--- src/rtl/pll_clk_pkg.sv ---
// Purpose: Shared constants for the audio PLL and clock divider configuration block
// Assumes: 8-bit control registers on page 0, core clock of 125 MHz
// Notes:   Offsets are byte addresses of the control port register space
package pll_clk_pkg;

	// Register offsets
	localparam logic [7:0] PLL_ON_OFF    = 8'h04; // PLL on/off control
	localparam logic [7:0] REF_SEL_OFF   = 8'h0d; // PLL reference select
	localparam logic [7:0] P_OFF         = 8'h14; // Pre-divider P
	localparam logic [7:0] J_OFF         = 8'h15; // Integer multiplier J
	localparam logic [7:0] D_HIGH_OFF    = 8'h16; // Fraction D, upper bits
	localparam logic [7:0] D_LOW_OFF     = 8'h17; // Fraction D, lower byte
	localparam logic [7:0] R_OFF         = 8'h18; // Post multiplier R
	localparam logic [7:0] PROC_DIV_OFF  = 8'h1b; // Processing clock divider
	localparam logic [7:0] BIT_DIV_OFF   = 8'h20; // Bit clock out divider
	localparam logic [7:0] FRAME_DIV_OFF = 8'h21; // Frame clock out divider

	// Field positions and widths
	localparam int REF_LSB  = 4;  // Reference select sits in bits 6:4
	localparam int REF_W    = 3;
	localparam int P_W      = 4;
	localparam int J_W      = 6;
	localparam int D_HIGH_W = 6;
	localparam int D_W      = 14; // Upper 6 bits plus lower 8 bits
	localparam int R_W      = 4;
	localparam int PROC_W   = 7;
	localparam int BIT_W    = 7;
	localparam int FRAME_W  = 8;

	// Values after reset
	localparam logic              PLL_ON_RST = 1'b1;
	localparam logic [REF_W-1:0]  REF_RST    = 3'h0;
	localparam logic [P_W-1:0]    P_RST      = 4'h0;
	localparam logic [J_W-1:0]    J_RST      = 6'h08;
	localparam logic [D_W-1:0]    D_RST      = 14'h0000;
	localparam logic [R_W-1:0]    R_RST      = 4'h0;
	localparam logic [7:0]        DIV_RST    = 8'h00;

	// Reference source codes
	localparam logic [REF_W-1:0] REF_MASTER = 3'h0;
	localparam logic [REF_W-1:0] REF_BIT    = 3'h1;
	localparam logic [REF_W-1:0] REF_GPIO   = 3'h3;

	// Coefficient limits
	localparam int J_MIN      = 4;
	localparam int J_FRAC_MAX = 11;
	localparam int D_MAX      = 9999;
	localparam int DEC_SCALE  = 10000; // Four decimal digits of fraction

	// Sample rate ratio N, field holds N minus one
	localparam int          SAMPLE_N_W   = 11;
	localparam int          SAMPLE_N     = 2048;
	localparam logic [10:0] SAMPLE_RATIO = 11'(SAMPLE_N - 1);

	// Master clock to frame ratios
	localparam logic [11:0] RATIO_64  = 12'h040;
	localparam logic [11:0] RATIO_128 = 12'h080;
	localparam logic [11:0] RATIO_192 = 12'h0c0;
	localparam logic [11:0] RATIO_256 = 12'h100;
	localparam logic [11:0] RATIO_384 = 12'h180;
	localparam logic [11:0] RATIO_512 = 12'h200;

	// Timing
	localparam int CLK_HZ      = 125_000_000;
	localparam int FS_SPLIT_HZ = 64_000; // Between 48 kHz and 88.2 kHz
	localparam int FS_SPLIT_CYC = CLK_HZ / FS_SPLIT_HZ;
	localparam int READY_MS    = 4;
	localparam int READY_CYC   = READY_MS * (CLK_HZ / 1000);
	localparam int ACT_CYC     = 32768; // Longest gap between edges of a live clock

endpackage : pll_clk_pkg

--- src/rtl/div_if.sv ---
// Purpose: Carrier between the configuration block and one clock divider
// Assumes: Ticks are one-cycle pulses in the core clock domain
// Notes:   Ratio holds the divide ratio minus one
`timescale 1ns/10ps
interface div_if #(
	parameter int W = 8
);
	logic         tick_in;   // Source edge pulse
	logic [W-1:0] ratio;     // Divide ratio minus one
	logic         tick_out;  // Divided edge pulse
	logic         level_out; // Divided square level

	modport div (input tick_in, input ratio, output tick_out, output level_out);
	modport ctl (output tick_in, output ratio, input tick_out, input level_out);
endinterface : div_if

--- src/rtl/clk_div.sv ---
// Purpose: Programmable divider of a tick stream
// Assumes: Source ticks are single-cycle pulses
// Notes:   A ratio field of zero passes every tick through
`timescale 1ns/10ps
module clk_div #(
	parameter int W = 8
) (
	input  wire logic clk,
	input  wire logic rst_b,
	div_if.div        d
);
	initial begin
		if (W < 1 || W > 16) begin
			$error("clk_div: W must lie in 1..16");
		end
	end

	logic [W-1:0] cnt_reg;  // Source ticks seen in this period
	logic [W-1:0] cnt_next;
	logic         wrap;     // Last tick of a period

	// Wrap once the count reaches ratio, so field value n divides by n+1
	always_comb begin
		wrap     = d.tick_in && (cnt_reg >= d.ratio);
		cnt_next = cnt_reg;
		if (wrap) begin
			cnt_next = '0;
		end else if (d.tick_in) begin
			cnt_next = cnt_reg + W'(1);
		end
	end

	// Counter
	always_ff @(posedge clk or negedge rst_b) begin
		if (!rst_b) begin
			cnt_reg <= '0;
		end else begin
			cnt_reg <= cnt_next;
		end
	end

	// Output pulse and level; a divide by one holds the level high
	always_ff @(posedge clk or negedge rst_b) begin
		if (!rst_b) begin
			d.tick_out  <= 1'b0;
			d.level_out <= 1'b0;
		end else begin
			d.tick_out  <= wrap;
			d.level_out <= (cnt_next <= (d.ratio >> 1));
		end
	end

endmodule : clk_div

--- src/rtl/audio_pll_clock_generation.sv ---
// Purpose: PLL reference, coefficient and divider configuration for an audio amplifier
// Assumes: Clock pins arrive sampled synchronously to clk; an analog PLL macro
//          consumes the coefficient outputs and returns its output on pll_output_clock
// Notes:   Register writes are held off until the incoming clocks have run
//
// Notes on behaviour
// - Reference picks bit, master or GPIO clock.
// - Clearing the on bit bypasses to master clock.
// - PLL on bit resets to one.
// - Output equals input times R times J.D over P.
// - R 1..16, J 4..63, D 0..9999.
// - J integer part, D four fraction digits.
// - Sample rate is PLL output over 2048.
// - P, J, D, R fields at fixed registers.
// - Processing, bit and frame dividers programmable.
// - 128 and 192 ratios need the PLL.
// - Ratio 64 is never supported.
// - Divider fields hold ratio minus one.
// - Writes accepted only after 4 ms clocking.
`timescale 1ns/10ps
module audio_pll_clock_generation
	import pll_clk_pkg::*;
#(
	parameter int READY_CYCLES = pll_clk_pkg::READY_CYC, // Clock run-in before writes
	parameter int ACT_CYCLES   = pll_clk_pkg::ACT_CYC    // Gap that marks a clock dead
) (
	input  wire logic        clk,
	input  wire logic        rst_b,
	input  wire logic        master_clk_in,
	input  wire logic        bit_clk_in,
	input  wire logic        frame_sync_clock,
	input  wire logic        gpio_clk_in,
	input  wire logic        pll_output_clock,
	input  wire logic [7:0]  reg_addr,
	input  wire logic [7:0]  reg_wdata,
	input  wire logic        reg_wr,
	input  wire logic        reg_rd,
	output logic      [7:0]  reg_rdata,
	output logic             reg_ready,
	output logic             pll_on_bit,
	output logic             pll_input_clock,
	output logic      [4:0]  pll_pre_div,
	output logic      [23:0] pll_mult,
	output logic             pll_cfg_error,
	output logic             proc_clk_tick,
	output logic             proc_clk,
	output logic             bit_clk_out,
	output logic             frame_clk_out,
	output logic             sample_tick,
	output logic      [11:0] mclk_ratio,
	output logic             clk_ratio_error
);
	import pll_clk_pkg::*;

	initial begin
		if (READY_CYCLES < 1 || ACT_CYCLES < 2) begin
			$error("audio_pll_clock_generation: run-in counts too small");
		end
	end

	// Register storage
	logic [REF_W-1:0]   pll_ref_source_field_reg; // Reference source select
	logic [P_W-1:0]     pll_p_field_reg;          // P minus one
	logic [J_W-1:0]     pll_j_field_reg;          // J, integer part
	logic [D_W-1:0]     pll_d_field_reg;          // D, fraction digits
	logic [R_W-1:0]     pll_r_field_reg;          // R minus one
	logic [PROC_W-1:0]  processing_clock_div_reg; // Ratio minus one
	logic [BIT_W-1:0]   bit_clock_out_div_reg;    // Ratio minus one
	logic [FRAME_W-1:0] frame_clock_out_div_reg;  // Ratio minus one

	// Sampled pin history for edge detection
	logic mclk_d_reg;
	logic bclk_d_reg;
	logic fclk_d_reg;
	logic gclk_d_reg;
	logic pclk_d_reg;
	logic mclk_rise;
	logic bclk_rise;
	logic fclk_rise;
	logic pclk_rise;

	// Run-in tracking
	logic [31:0] act_cnt_reg [3]; // Cycles since last edge of master, bit, frame
	logic [31:0] ready_cnt_reg;   // Cycles with all three clocks alive
	logic        all_alive;

	// Ratio measurement
	logic [11:0] mclk_cnt_reg;    // Master edges within current frame
	logic [15:0] frame_cyc_reg;   // Core cycles within current frame
	logic        low_rate_reg;    // Frame rate at or below the 64 kHz split

	// Coefficient arithmetic
	logic [19:0] k_scaled;        // J.D times ten thousand
	logic [4:0]  r_val;           // R as a number
	logic        wr_ok;

	// Divider carriers
	div_if #(.W(PROC_W))     proc_if ();
	div_if #(.W(BIT_W))      bit_if ();
	div_if #(.W(FRAME_W))    frame_if ();
	div_if #(.W(SAMPLE_N_W)) sample_if ();

	// Accepts a master clock ratio for the present PLL mode
	function automatic logic ratio_supported(input logic [11:0] ratio,
	                                         input logic        pll_on,
	                                         input logic        low_rate);
		logic ok;
		ok = 1'b0;
		unique case (ratio)
			RATIO_64:  ok = 1'b0;
			RATIO_128: ok = pll_on;
			RATIO_192: ok = pll_on && low_rate;
			RATIO_256: ok = 1'b1;
			RATIO_384: ok = 1'b1;
			RATIO_512: ok = 1'b1;
			default:   ok = 1'b0;
		endcase
		return ok;
	endfunction : ratio_supported

	// Edge pulses from the previous sample of the master, bit, frame and PLL output pins
	always_comb begin
		mclk_rise = master_clk_in && !mclk_d_reg;
		bclk_rise = bit_clk_in && !bclk_d_reg;
		fclk_rise = frame_sync_clock && !fclk_d_reg;
		pclk_rise = pll_output_clock && !pclk_d_reg;
	end

	// Pin history
	always_ff @(posedge clk or negedge rst_b) begin
		if (!rst_b) begin
			mclk_d_reg <= 1'b0;
			bclk_d_reg <= 1'b0;
			fclk_d_reg <= 1'b0;
			gclk_d_reg <= 1'b0;
			pclk_d_reg <= 1'b0;
		end else begin
			mclk_d_reg <= master_clk_in;
			bclk_d_reg <= bit_clk_in;
			fclk_d_reg <= frame_sync_clock;
			gclk_d_reg <= gpio_clk_in;
			pclk_d_reg <= pll_output_clock;
		end
	end

	// Liveness of the master, bit and frame clocks; a stuck clock restarts the run-in
	always_ff @(posedge clk or negedge rst_b) begin
		if (!rst_b) begin
			for (int i = 0; i < 3; i++) begin
				act_cnt_reg[i] <= 32'h0000_0000;
			end
		end else begin
			act_cnt_reg[0] <= mclk_rise ? 32'h0 : act_cnt_reg[0] + 32'(act_cnt_reg[0] < 32'(ACT_CYCLES));
			act_cnt_reg[1] <= bclk_rise ? 32'h0 : act_cnt_reg[1] + 32'(act_cnt_reg[1] < 32'(ACT_CYCLES));
			act_cnt_reg[2] <= fclk_rise ? 32'h0 : act_cnt_reg[2] + 32'(act_cnt_reg[2] < 32'(ACT_CYCLES));
		end
	end

	always_comb begin
		all_alive = (act_cnt_reg[0] < 32'(ACT_CYCLES)) && (act_cnt_reg[1] < 32'(ACT_CYCLES))
		         && (act_cnt_reg[2] < 32'(ACT_CYCLES));
	end

	// Register file stays locked until the clocks have run long enough; once open it stays open
	always_ff @(posedge clk or negedge rst_b) begin
		if (!rst_b) begin
			ready_cnt_reg <= 32'h0000_0000;
			reg_ready     <= 1'b0;
		end else if (!reg_ready) begin
			if (!all_alive) begin
				ready_cnt_reg <= 32'h0000_0000;
			end else if (ready_cnt_reg >= 32'(READY_CYCLES - 1)) begin
				reg_ready <= 1'b1;
			end else begin
				ready_cnt_reg <= ready_cnt_reg + 32'h1;
			end
		end
	end

	assign wr_ok = reg_wr && reg_ready;

	// Register writes; unused bits are dropped, unmapped offsets ignored
	always_ff @(posedge clk or negedge rst_b) begin
		if (!rst_b) begin
			pll_on_bit               <= PLL_ON_RST;
			pll_ref_source_field_reg <= REF_RST;
			pll_p_field_reg          <= P_RST;
			pll_j_field_reg          <= J_RST;
			pll_d_field_reg          <= D_RST;
			pll_r_field_reg          <= R_RST;
			processing_clock_div_reg <= PROC_W'(DIV_RST);
			bit_clock_out_div_reg    <= BIT_W'(DIV_RST);
			frame_clock_out_div_reg  <= FRAME_W'(DIV_RST);
		end else if (wr_ok) begin
			unique case (reg_addr)
				PLL_ON_OFF:    pll_on_bit <= reg_wdata[0];
				REF_SEL_OFF:   pll_ref_source_field_reg <= reg_wdata[REF_LSB +: REF_W];
				P_OFF:         pll_p_field_reg <= reg_wdata[P_W-1:0];
				J_OFF:         pll_j_field_reg <= reg_wdata[J_W-1:0];
				D_HIGH_OFF:    pll_d_field_reg[D_W-1:8] <= reg_wdata[D_HIGH_W-1:0];
				D_LOW_OFF:     pll_d_field_reg[7:0] <= reg_wdata;
				R_OFF:         pll_r_field_reg <= reg_wdata[R_W-1:0];
				PROC_DIV_OFF:  processing_clock_div_reg <= reg_wdata[PROC_W-1:0];
				BIT_DIV_OFF:   bit_clock_out_div_reg <= reg_wdata[BIT_W-1:0];
				FRAME_DIV_OFF: frame_clock_out_div_reg <= reg_wdata;
				default:       ;
			endcase
		end
	end

	// Read data, registered one cycle after the read strobe; reserved bits read zero
	always_ff @(posedge clk or negedge rst_b) begin
		if (!rst_b) begin
			reg_rdata <= 8'h00;
		end else if (reg_rd) begin
			unique case (reg_addr)
				PLL_ON_OFF:    reg_rdata <= {7'h00, pll_on_bit};
				REF_SEL_OFF:   reg_rdata <= {1'b0, pll_ref_source_field_reg, 4'h0};
				P_OFF:         reg_rdata <= {4'h0, pll_p_field_reg};
				J_OFF:         reg_rdata <= {2'h0, pll_j_field_reg};
				D_HIGH_OFF:    reg_rdata <= {2'h0, pll_d_field_reg[D_W-1:8]};
				D_LOW_OFF:     reg_rdata <= pll_d_field_reg[7:0];
				R_OFF:         reg_rdata <= {4'h0, pll_r_field_reg};
				PROC_DIV_OFF:  reg_rdata <= {1'b0, processing_clock_div_reg};
				BIT_DIV_OFF:   reg_rdata <= {1'b0, bit_clock_out_div_reg};
				FRAME_DIV_OFF: reg_rdata <= frame_clock_out_div_reg;
				default:       reg_rdata <= 8'h00;
			endcase
		end
	end

	// Reference mux; the selected level feeds the PLL input
	always_ff @(posedge clk or negedge rst_b) begin
		if (!rst_b) begin
			pll_input_clock <= 1'b0;
		end else begin
			unique case (pll_ref_source_field_reg)
				REF_BIT:  pll_input_clock <= bclk_d_reg;
				REF_GPIO: pll_input_clock <= gclk_d_reg;
				default:  pll_input_clock <= mclk_d_reg;
			endcase
		end
	end

	// Coefficients: K kept as J times ten thousand plus D, so no fraction is lost
	always_comb begin
		k_scaled = 20'(pll_j_field_reg) * 20'(DEC_SCALE) + 20'(pll_d_field_reg);
		r_val    = 5'(pll_r_field_reg) + 5'h01;
	end

	// Multiplier and pre-divider presented to the PLL macro
	always_ff @(posedge clk or negedge rst_b) begin
		if (!rst_b) begin
			pll_mult    <= 24'h000000;
			pll_pre_div <= 5'h01;
		end else begin
			pll_mult    <= 24'(r_val) * 24'(k_scaled);
			pll_pre_div <= 5'(pll_p_field_reg) + 5'h01;
		end
	end

	// Out-of-range coefficients; the input and output frequency windows stay with software
	always_ff @(posedge clk or negedge rst_b) begin
		if (!rst_b) begin
			pll_cfg_error <= 1'b0;
		end else begin
			pll_cfg_error <= pll_on_bit && ((pll_j_field_reg < J_W'(J_MIN))
			              || (pll_d_field_reg > D_W'(D_MAX))
			              || ((pll_d_field_reg != '0) && ((pll_j_field_reg > J_W'(J_FRAC_MAX))
			              || (pll_r_field_reg != '0))));
		end
	end

	// Master edges and core cycles per frame, latched at each frame edge
	always_ff @(posedge clk or negedge rst_b) begin
		if (!rst_b) begin
			mclk_cnt_reg  <= 12'h000;
			frame_cyc_reg <= 16'h0000;
			mclk_ratio    <= 12'h000;
			low_rate_reg  <= 1'b0;
		end else if (fclk_rise) begin
			mclk_ratio    <= mclk_cnt_reg + 12'(mclk_rise);
			low_rate_reg  <= frame_cyc_reg >= 16'(FS_SPLIT_CYC);
			mclk_cnt_reg  <= 12'h000;
			frame_cyc_reg <= 16'h0000;
		end else begin
			if (mclk_rise && mclk_cnt_reg != 12'hfff) begin
				mclk_cnt_reg <= mclk_cnt_reg + 12'h001;
			end
			if (frame_cyc_reg != 16'hffff) begin
				frame_cyc_reg <= frame_cyc_reg + 16'h0001;
			end
		end
	end

	// Ratio check follows the PLL mode so a bypass change re-judges at once
	always_ff @(posedge clk or negedge rst_b) begin
		if (!rst_b) begin
			clk_ratio_error <= 1'b0;
		end else begin
			clk_ratio_error <= !ratio_supported(mclk_ratio, pll_on_bit, low_rate_reg);
		end
	end

	// Divider sources: processing clock runs from the PLL or, bypassed, the master clock
	always_comb begin
		proc_if.tick_in   = pll_on_bit ? pclk_rise : mclk_rise;
		proc_if.ratio     = processing_clock_div_reg;
		bit_if.tick_in    = mclk_rise;
		bit_if.ratio      = bit_clock_out_div_reg;
		frame_if.tick_in  = bit_if.tick_out;
		frame_if.ratio    = frame_clock_out_div_reg;
		sample_if.tick_in = pll_on_bit && pclk_rise;
		sample_if.ratio   = SAMPLE_RATIO;
	end

	clk_div #(.W(PROC_W)) u_proc_div (
		.clk   (clk),
		.rst_b (rst_b),
		.d     (proc_if.div)
	);

	clk_div #(.W(BIT_W)) u_bit_div (
		.clk   (clk),
		.rst_b (rst_b),
		.d     (bit_if.div)
	);

	clk_div #(.W(FRAME_W)) u_frame_div (
		.clk   (clk),
		.rst_b (rst_b),
		.d     (frame_if.div)
	);

	clk_div #(.W(SAMPLE_N_W)) u_sample_div (
		.clk   (clk),
		.rst_b (rst_b),
		.d     (sample_if.div)
	);

	// Divider outputs are flops inside the dividers; presented directly
	assign proc_clk_tick = proc_if.tick_out;
	assign proc_clk      = proc_if.level_out;
	assign bit_clk_out   = bit_if.level_out;
	assign frame_clk_out = frame_if.level_out;
	assign sample_tick   = sample_if.tick_out;

endmodule : audio_pll_clock_generation

--- config.mk ---
export PLATFORM = sky130hd
export DESIGN_NAME = audio_pll_clock_generation
export DESIGN_NICKNAME = d
export VERILOG_FILES = /design/src/rtl/pll_clk_pkg.sv /design/src/rtl/div_if.sv /design/src/rtl/clk_div.sv /design/src/rtl/audio_pll_clock_generation.sv
export SDC_FILE = /design/constraint.sdc
export NUM_CORES = 1
export LEC_CHECK = 0
export ABC_CLOCK_PERIOD_IN_PS = 13100
export BUFFER_PORTS_ARGS = -buffer_cell sky130_fd_sc_hd__buf_2
export CAP_MARGIN = 15
export CORE_ASPECT_RATIO = 0.75
export CORE_MARGIN = 1.5
export CORE_UTILIZATION = 45
export CTS_BUF_LIST = sky130_fd_sc_hd__clkbuf_8
export CTS_CLUSTER_DIAMETER = 30
export DETAILED_ROUTE_END_ITERATION = 7
export GPL_TIMING_DRIVEN = 0
export PLACE_DENSITY_LB_ADDON = 0.1
export SLEW_MARGIN = 25
export SYNTH_ARGS = -nofsm -noshare
export SYNTH_HDL_FRONTEND = slang
export SYNTH_HIERARCHICAL = 1
export SYNTH_SLANG_ARGS = --single-unit
--- constraint.sdc ---
create_clock -name clk -period 13.1 [get_ports clk]
set_input_delay 1.31 -clock clk [delete_from_list [all_inputs] [get_ports clk]]
set_output_delay 1.31 -clock clk [all_outputs]
set_load 0.02 [all_outputs]
==> results of run 1 <==
-- layout make-up --
cell class	count	area, um^2	area share [%]
plain buffers	43	189	0.849
clock buffers	82	1130	5.07
clock inverters	47	512	2.30
inverters	140	526	2.36
multi-input cells	1458	11000	49.2
flip-flops and latches	308	7710	34.6
well taps	569	712	3.20
repair buffers	84	520	2.34
-- routing by layer --
| layer | vias up | track usage (%) | routed length (um) |
|---|---|---|---|
| met1 | 6953 | 30.0 | 21800 |
| met4 | 0 | 5.55 | 797 |
| met3 | 66 | 4.40 | 2280 |
| li1 | 6983 | - | - |
| met5 | - | 0 | 0 |
| met2 | 271 | 29.3 | 17900 |
-- metrics by stage --
step	area (um^2)	utilization (%)	std cells	worst slack, ps
3_5_place_dp	20600	48.8	2602	5700
4_1_cts	22300	52.7	2731	5680
2_1_floorplan	19400	-	1949	6430
6_report	22300	52.7	2731	5640
3_3_place_gp	20500	48.6	2598	4730
5_1_grt	22300	52.7	2731	5240
-- cell usage in the layout, fill, tap and decap left out, drive strengths merged, types with 9 or more instances in the layout --
cell type,count
and4,11
xor2,115
clkbuf,114
o22ai,9
ha,140
nand2b,16
fa,61
nand2,148
buf,95
clkinv,18
or2,14
a22oi,17
conb,11
a21o,16
nor2b,27
inv,156
or3,20
mux2,58
nor4,26
nor2,248
a21oi,78
and3,43
o21ai,53
nand3,68
nor3,26
nand4,49
and2,36
dfrtp,305
xnor2,79
-- worst max-delay path by stage --
stage	startpoint	to	slack (ps)	cells past startpoint
2_1_floorplan	pll_j_field_reg[1]$_DFFE_PN0P_	pll_mult[23]$_DFF_PN0_	6430	26
3_3_place_gp	rst_b	ready_cnt_reg[11]$_DFFE_PN0P_	4730	1
3_5_place_dp	pll_j_field_reg[1]$_DFFE_PN0P_	pll_mult[23]$_DFF_PN0_	5700	26
4_1_cts	pll_j_field_reg[1]$_DFFE_PN0P_	pll_mult[23]$_DFF_PN0_	5680	26
5_1_grt	pll_j_field_reg[1]$_DFFE_PN0P_	pll_mult[23]$_DFF_PN0_	5240	26
6_report	pll_j_field_reg[1]$_DFFE_PN0P_	pll_mult[23]$_DFF_PN0_	5640	26
-- worst max-delay path: stages (launching register included) --
cell and delay [ps]:
dfrtp_1 540, inv_1 170, fa_1 520, fa_1 550
inv_1 40, ha_1 230, fa_1 420, xor2_1 200
ha_1 290, a21oi_1 210, o21ai_0 140, xnor2_1 450
nor2_1 140, fa_1 520, fa_1 550, inv_1 60
fa_1 520, inv_1 40, ha_1 370, a2111oi_4 360
nand2b_1 90, and3_2 220, o21ai_0 270, o21ai_1 130
o211ai_2 120, o21ai_2 90, xnor2_1 120
-- power by group through the flow --
stage / sequential [uW] / clock [uW] / combinational [uW]
after global routing: 1050 / 1340 / 225
after global placement: 1060 / 0 / 188
after detailed placement: 1060 / 0 / 198
after CTS: 1050 / 1290 / 201
after floorplan: 1060 / 0 / 115
final: 1050 / 1250 / 196
==> results.toml, run 1 <==
[critical_path]
critical_path_required_ps = 13620
cp_max_fo = 7
reg2reg_from = "pll_j_field_reg[1]$_DFFE_PN0P_"
reg2reg_depth = 26
r2r-end = "pll_mult[23]$_DFF_PN0_"
worst_setup_path_start_kind = "flop"
critPathCaptureType = "flop"
cp.arrival_ps = 7980
r2r_slack_ps = 5640
crit_type = "reg -> reg"

[finish]
largest_reg_flops = 96
layout-drive-gt1-share_pct = 16.2
nNetsFinal = 2333
fill_cells = 3851
diodes = 0
area_growth_pct = 15.0

[sta]
clock.fmax_mhz = 134
hold_viol_final = 0
holdWs_ps = 489
timing.max_slew.rel_slack_pct = 37.1
finalSetupTns_ps = 0
rsz0062_at_grt = "no"
fin_skew_ps = 27.2
period_share_pct = 56.9
finalSetupViolations = 0
post-route-min-period_ps = 7460
slew_violations = 0
worst_pin_slew_ps = 937

[clock_network]
clk_path_buf_depth = 3
clkSinkCount = 308
cts_root_buffer = "clkbuf_8"
clk_pin_slew_ps = 50
cts_setup_buffers = 0
holdBufCountCts = 0
cts_resized = 0
cts_buffers = 72
cts_tree = "built"
clk-insertion-delay-late_ps = 650
cts_max_level = 3

[global_route]
grtUsageTotal_pct = 20.1
grt_pass1_wl_um = 72600
grt_pass1_vias = 14300
grt-ovfl-total = 0
grt_max_degree = 85
antenna_found_initial = 1

[route]
routedWlPerCell_um = 15.7
firstDrtPassIters = 6
viasPerCell = 5.23
num_vias = 14300
drtIter0Drc = 808
drc = 0
ant_nets = 0
drt-total-wl_um = 42800

[yosys]
avgSynthCellArea_um2 = 9.98
syn_inst = 1939
synthesis.area_um2 = 19300
ys.warnings.count = 6

[floorplan]
io_pins = 84
die-width_um = 242
coreArea_um2 = 42200
die-area_um2 = 44300
std_cell_rows = 65
start_util_pct = 45.8
die_h_um = 183

[job]
max_cap_violations = 0

[hold_path]
hold_end = "pll_input_clock$_DFF_PN0_"
holdCritStartpoint = "mclk_d_reg$_DFF_PN0_"
hold_path.class = "reg -> reg"
worstHoldPathCells = 2

[pwr]
p_leak_uw = 0.0110
ir_drop_uv = 70.3
combPwrFrac_pct = 7.9
power_frac_seq_pct = 42.1
switching_share_pct = 26.8
clkPwrFrac_pct = 50.1
total_power_uw = 2490
p_int_uw = 1820
p_switching_uw = 667
powerDensity_nw_per_um2 = 112

[place]
dpl.hpwl_um = 31700
portBuffers = 80
gp_congestion = 0.822

[run_status]
outcome = "completed"
Power figures use the tool's default switching activity.
==> run 2: changes to the inputs <==
--- a/config.mk
+++ b/config.mk
@@ -5,7 +5,8 @@
 export SDC_FILE = /design/constraint.sdc
 export NUM_CORES = 1
 export LEC_CHECK = 0
-export ABC_CLOCK_PERIOD_IN_PS = 13100
+export ABC_AREA = 1
+export ABC_CLOCK_PERIOD_IN_PS = 6060
 export BUFFER_PORTS_ARGS = -buffer_cell sky130_fd_sc_hd__buf_2
 export CAP_MARGIN = 15
 export CORE_ASPECT_RATIO = 0.75
==> constraint.sdc (replaced) <==
create_clock -name clk -period 6.06 [get_ports clk]
set_input_delay 0.606 -clock clk [delete_from_list [all_inputs] [get_ports clk]]
set_output_delay 0.606 -clock clk [all_outputs]
set_load 0.02 [all_outputs]
==> run 2 against run 1 <==
- the flow now finishes with violations (setup timing)
- highest routed layer unchanged
- sequential power grew 120%
- flip-flop and latch count is the same
- utilization grew 0.54 points
- clock skew grew 16 ps
- final cell count grew 31%
- combinational power grew to 3.9 times the previous value
==> results.toml, run 2 <==
[run_status]
outcome = "finished, violations left"
violations = "setup timing"

[route]
firstDrtPassIters = 5
highest_layer = "met4"
drt-total-wl_um = 51600
ant_nets = 0
drtIter0Drc = 1277
num_vias = 18100
met1_length_um = 25700
wl_met2_um = 22000
viasPerCell = 5.08
dr_wl_met3_um = 2610
drc = 0
routedWlPerCell_um = 14.5

[floorplan]
coreArea_um2 = 46000
std_cell_rows = 68
die-area_um2 = 48000
start_util_pct = 45.6
die-width_um = 252
die_h_um = 190
io_pins = 84

[finish]
seqCellArea_um2 = 7720
multi_input_area_um2 = 12000
layout-drive-gt1-share_pct = 13.6
layout_common_cells = "nand2_1 (574), inv_1 (420), nor2_1 (300), dfrtp_1 (300), ha_1 (129)"
largest_reg_flops = 96
nNetsFinal = 3115
diodes = 0
fill_cells = 4427
final_common_cell = "nand2_1"
area_growth_pct = 16.7
final_cell_area_um2 = 24500

[pwr]
clkPwrFrac_pct = 45.2
ir_drop_uv = 203
combPwrFrac_pct = 13.5
p_leak_uw = 0.0122
p_int_uw = 4010
powerDensity_nw_per_um2 = 229
power_frac_seq_pct = 41.3
switching_share_pct = 28.5
p_switching_uw = 1600

[clock_network]
cts_root_buffer = "clkbuf_8"
clk-insertion-delay-late_ps = 640
cts_buffers = 71
cts_max_level = 3
clk_path_buf_depth = 3
clk_pin_slew_ps = 60
clkSinkCount = 308
cts_tree = "built"

[sta]
clock.fmax_mhz = 155
worst_pin_slew_ps = 884
fin_skew_ps = 42.7
final.setup.worst_slack_ps = -385
finalSetupViolations = 7
hold_viol_final = 0
rsz0062_at_grt = "yes"
period_share_pct = 106
timing.max_slew.rel_slack_pct = 41.1
slew_violations = 0
post-route-min-period_ps = 6440

[critical_path]
critPathCaptureType = "flop"
worst_setup_path_start_kind = "flop"
cp.arrival_ps = 6940
cpPeakStageDelay_ps = 510
crit_path_frequent_cell = "fa_1"
critPathSlowestCell = "fa_1"
critical_path_required_ps = 6560
reg2reg_depth = 28
cp_max_fo = 5
crit_type = "reg -> reg"

[place]
dpl.hpwl_um = 39100
portBuffers = 82
place_worst_setup_slack_ps = -862
place_area_um2 = 22500
gp_congestion = 0.912

[global_route]
antenna_found_initial = 0
grt_pass1_wl_um = 87000
grt_pass1_vias = 17500
grt-ovfl-total = 0
grtUsageTotal_pct = 22.2
grt_max_degree = 90

[yosys]
ys.warnings.count = 6
synthesis.area_um2 = 21000
avgSynthCellArea_um2 = 7.79
syn_inst = 2695

[job]
max_cap_violations = 0

[hold_path]
worstHoldPathCells = 1
hold_path.class = "in -> reg"
-- run 2: worst paths after layout --
kind                                           startpoint  slack [ps]                                end
setup reg to reg           pll_j_field_reg[0]$_DFFE_PN0P_        -380             pll_mult[22]$_DFF_PN0_
hold / removal                                gpio_clk_in         100               gclk_d_reg$_DFF_PN0_
min in group asynchronous                           rst_b         470              pll_mult[7]$_DFF_PN0_
setup / recovery           pll_j_field_reg[0]$_DFFE_PN0P_        -380             pll_mult[22]$_DFF_PN0_
hold reg to reg            pll_p_field_reg[0]$_DFFE_PN0P_         480           pll_pre_div[0]$_DFF_PN1_
max in group asynchronous                           rst_b        4470  u_sample_div/cnt_reg[8]$_DFF_PN0_
-- run 2: layer usage --
metal  up-vias  global-route usage, %
met2       413                   32.9
met1      8548                   32.5
met3       102                   3.86
li1       9074                      -
met5         -                      0
met4         0                   7.60
-- run 2: critical path, delay by kind of cell (launching register included) --
| family | cells | cell delay (ps) |
|---|---|---|
| compound gates | 3 | 600 |
| fa+ha+maj | 9 | 3500 |
| simple gates | 9 | 960 |
| buf+inv | 4 | 220 |
| xor+xnor | 3 | 550 |
| flops | 1 | 470 |
-- run 2: power by group through the flow --
stage / clock network, uW / registers (uW) / logic (uW)
global placement: 0 / 2350 / 727
CTS: 2620 / 2320 / 767
floorplan: 0 / 2340 / 528
detailed placement: 0 / 2350 / 764
finish: 2540 / 2320 / 758
global route: 2720 / 2340 / 892
-- run 2: through the flow --
step                      TNS, ps  total power [uW]  util, %  hold WS [ps]  instances
after floorplan                 0              2870        -           310       2705
after detailed placement    -3840              3120     48.8           463       3421
after global routing        -3930              5950     53.3          55.3       3572
after global placement    -483160              3080     48.5           459       3417
after CTS                   -1400              5700     52.8          44.1       3566
final                       -1540              5610     53.3           102       3572
-- run 2: repair_timing --
item,4_1_cts,5_1_grt
buffers inserted,18,6
hold buffers,1,0
gates resized for setup,35,36
pin swaps,25,25
hold endpoints to repair,50,0
endpoints found under the setup margin,9,9
-- run 2: cell type report --
class | instances | share of cell area [%]
multi-input combinational | 1934 | 48.8
sequential | 308 | 31.5
inverter | 424 | 6.52
clock buffer | 85 | 4.77
tap | 630 | 3.21
timing repair buffer | 111 | 2.95
clock inverter | 41 | 1.50
buffer | 39 | 0.811
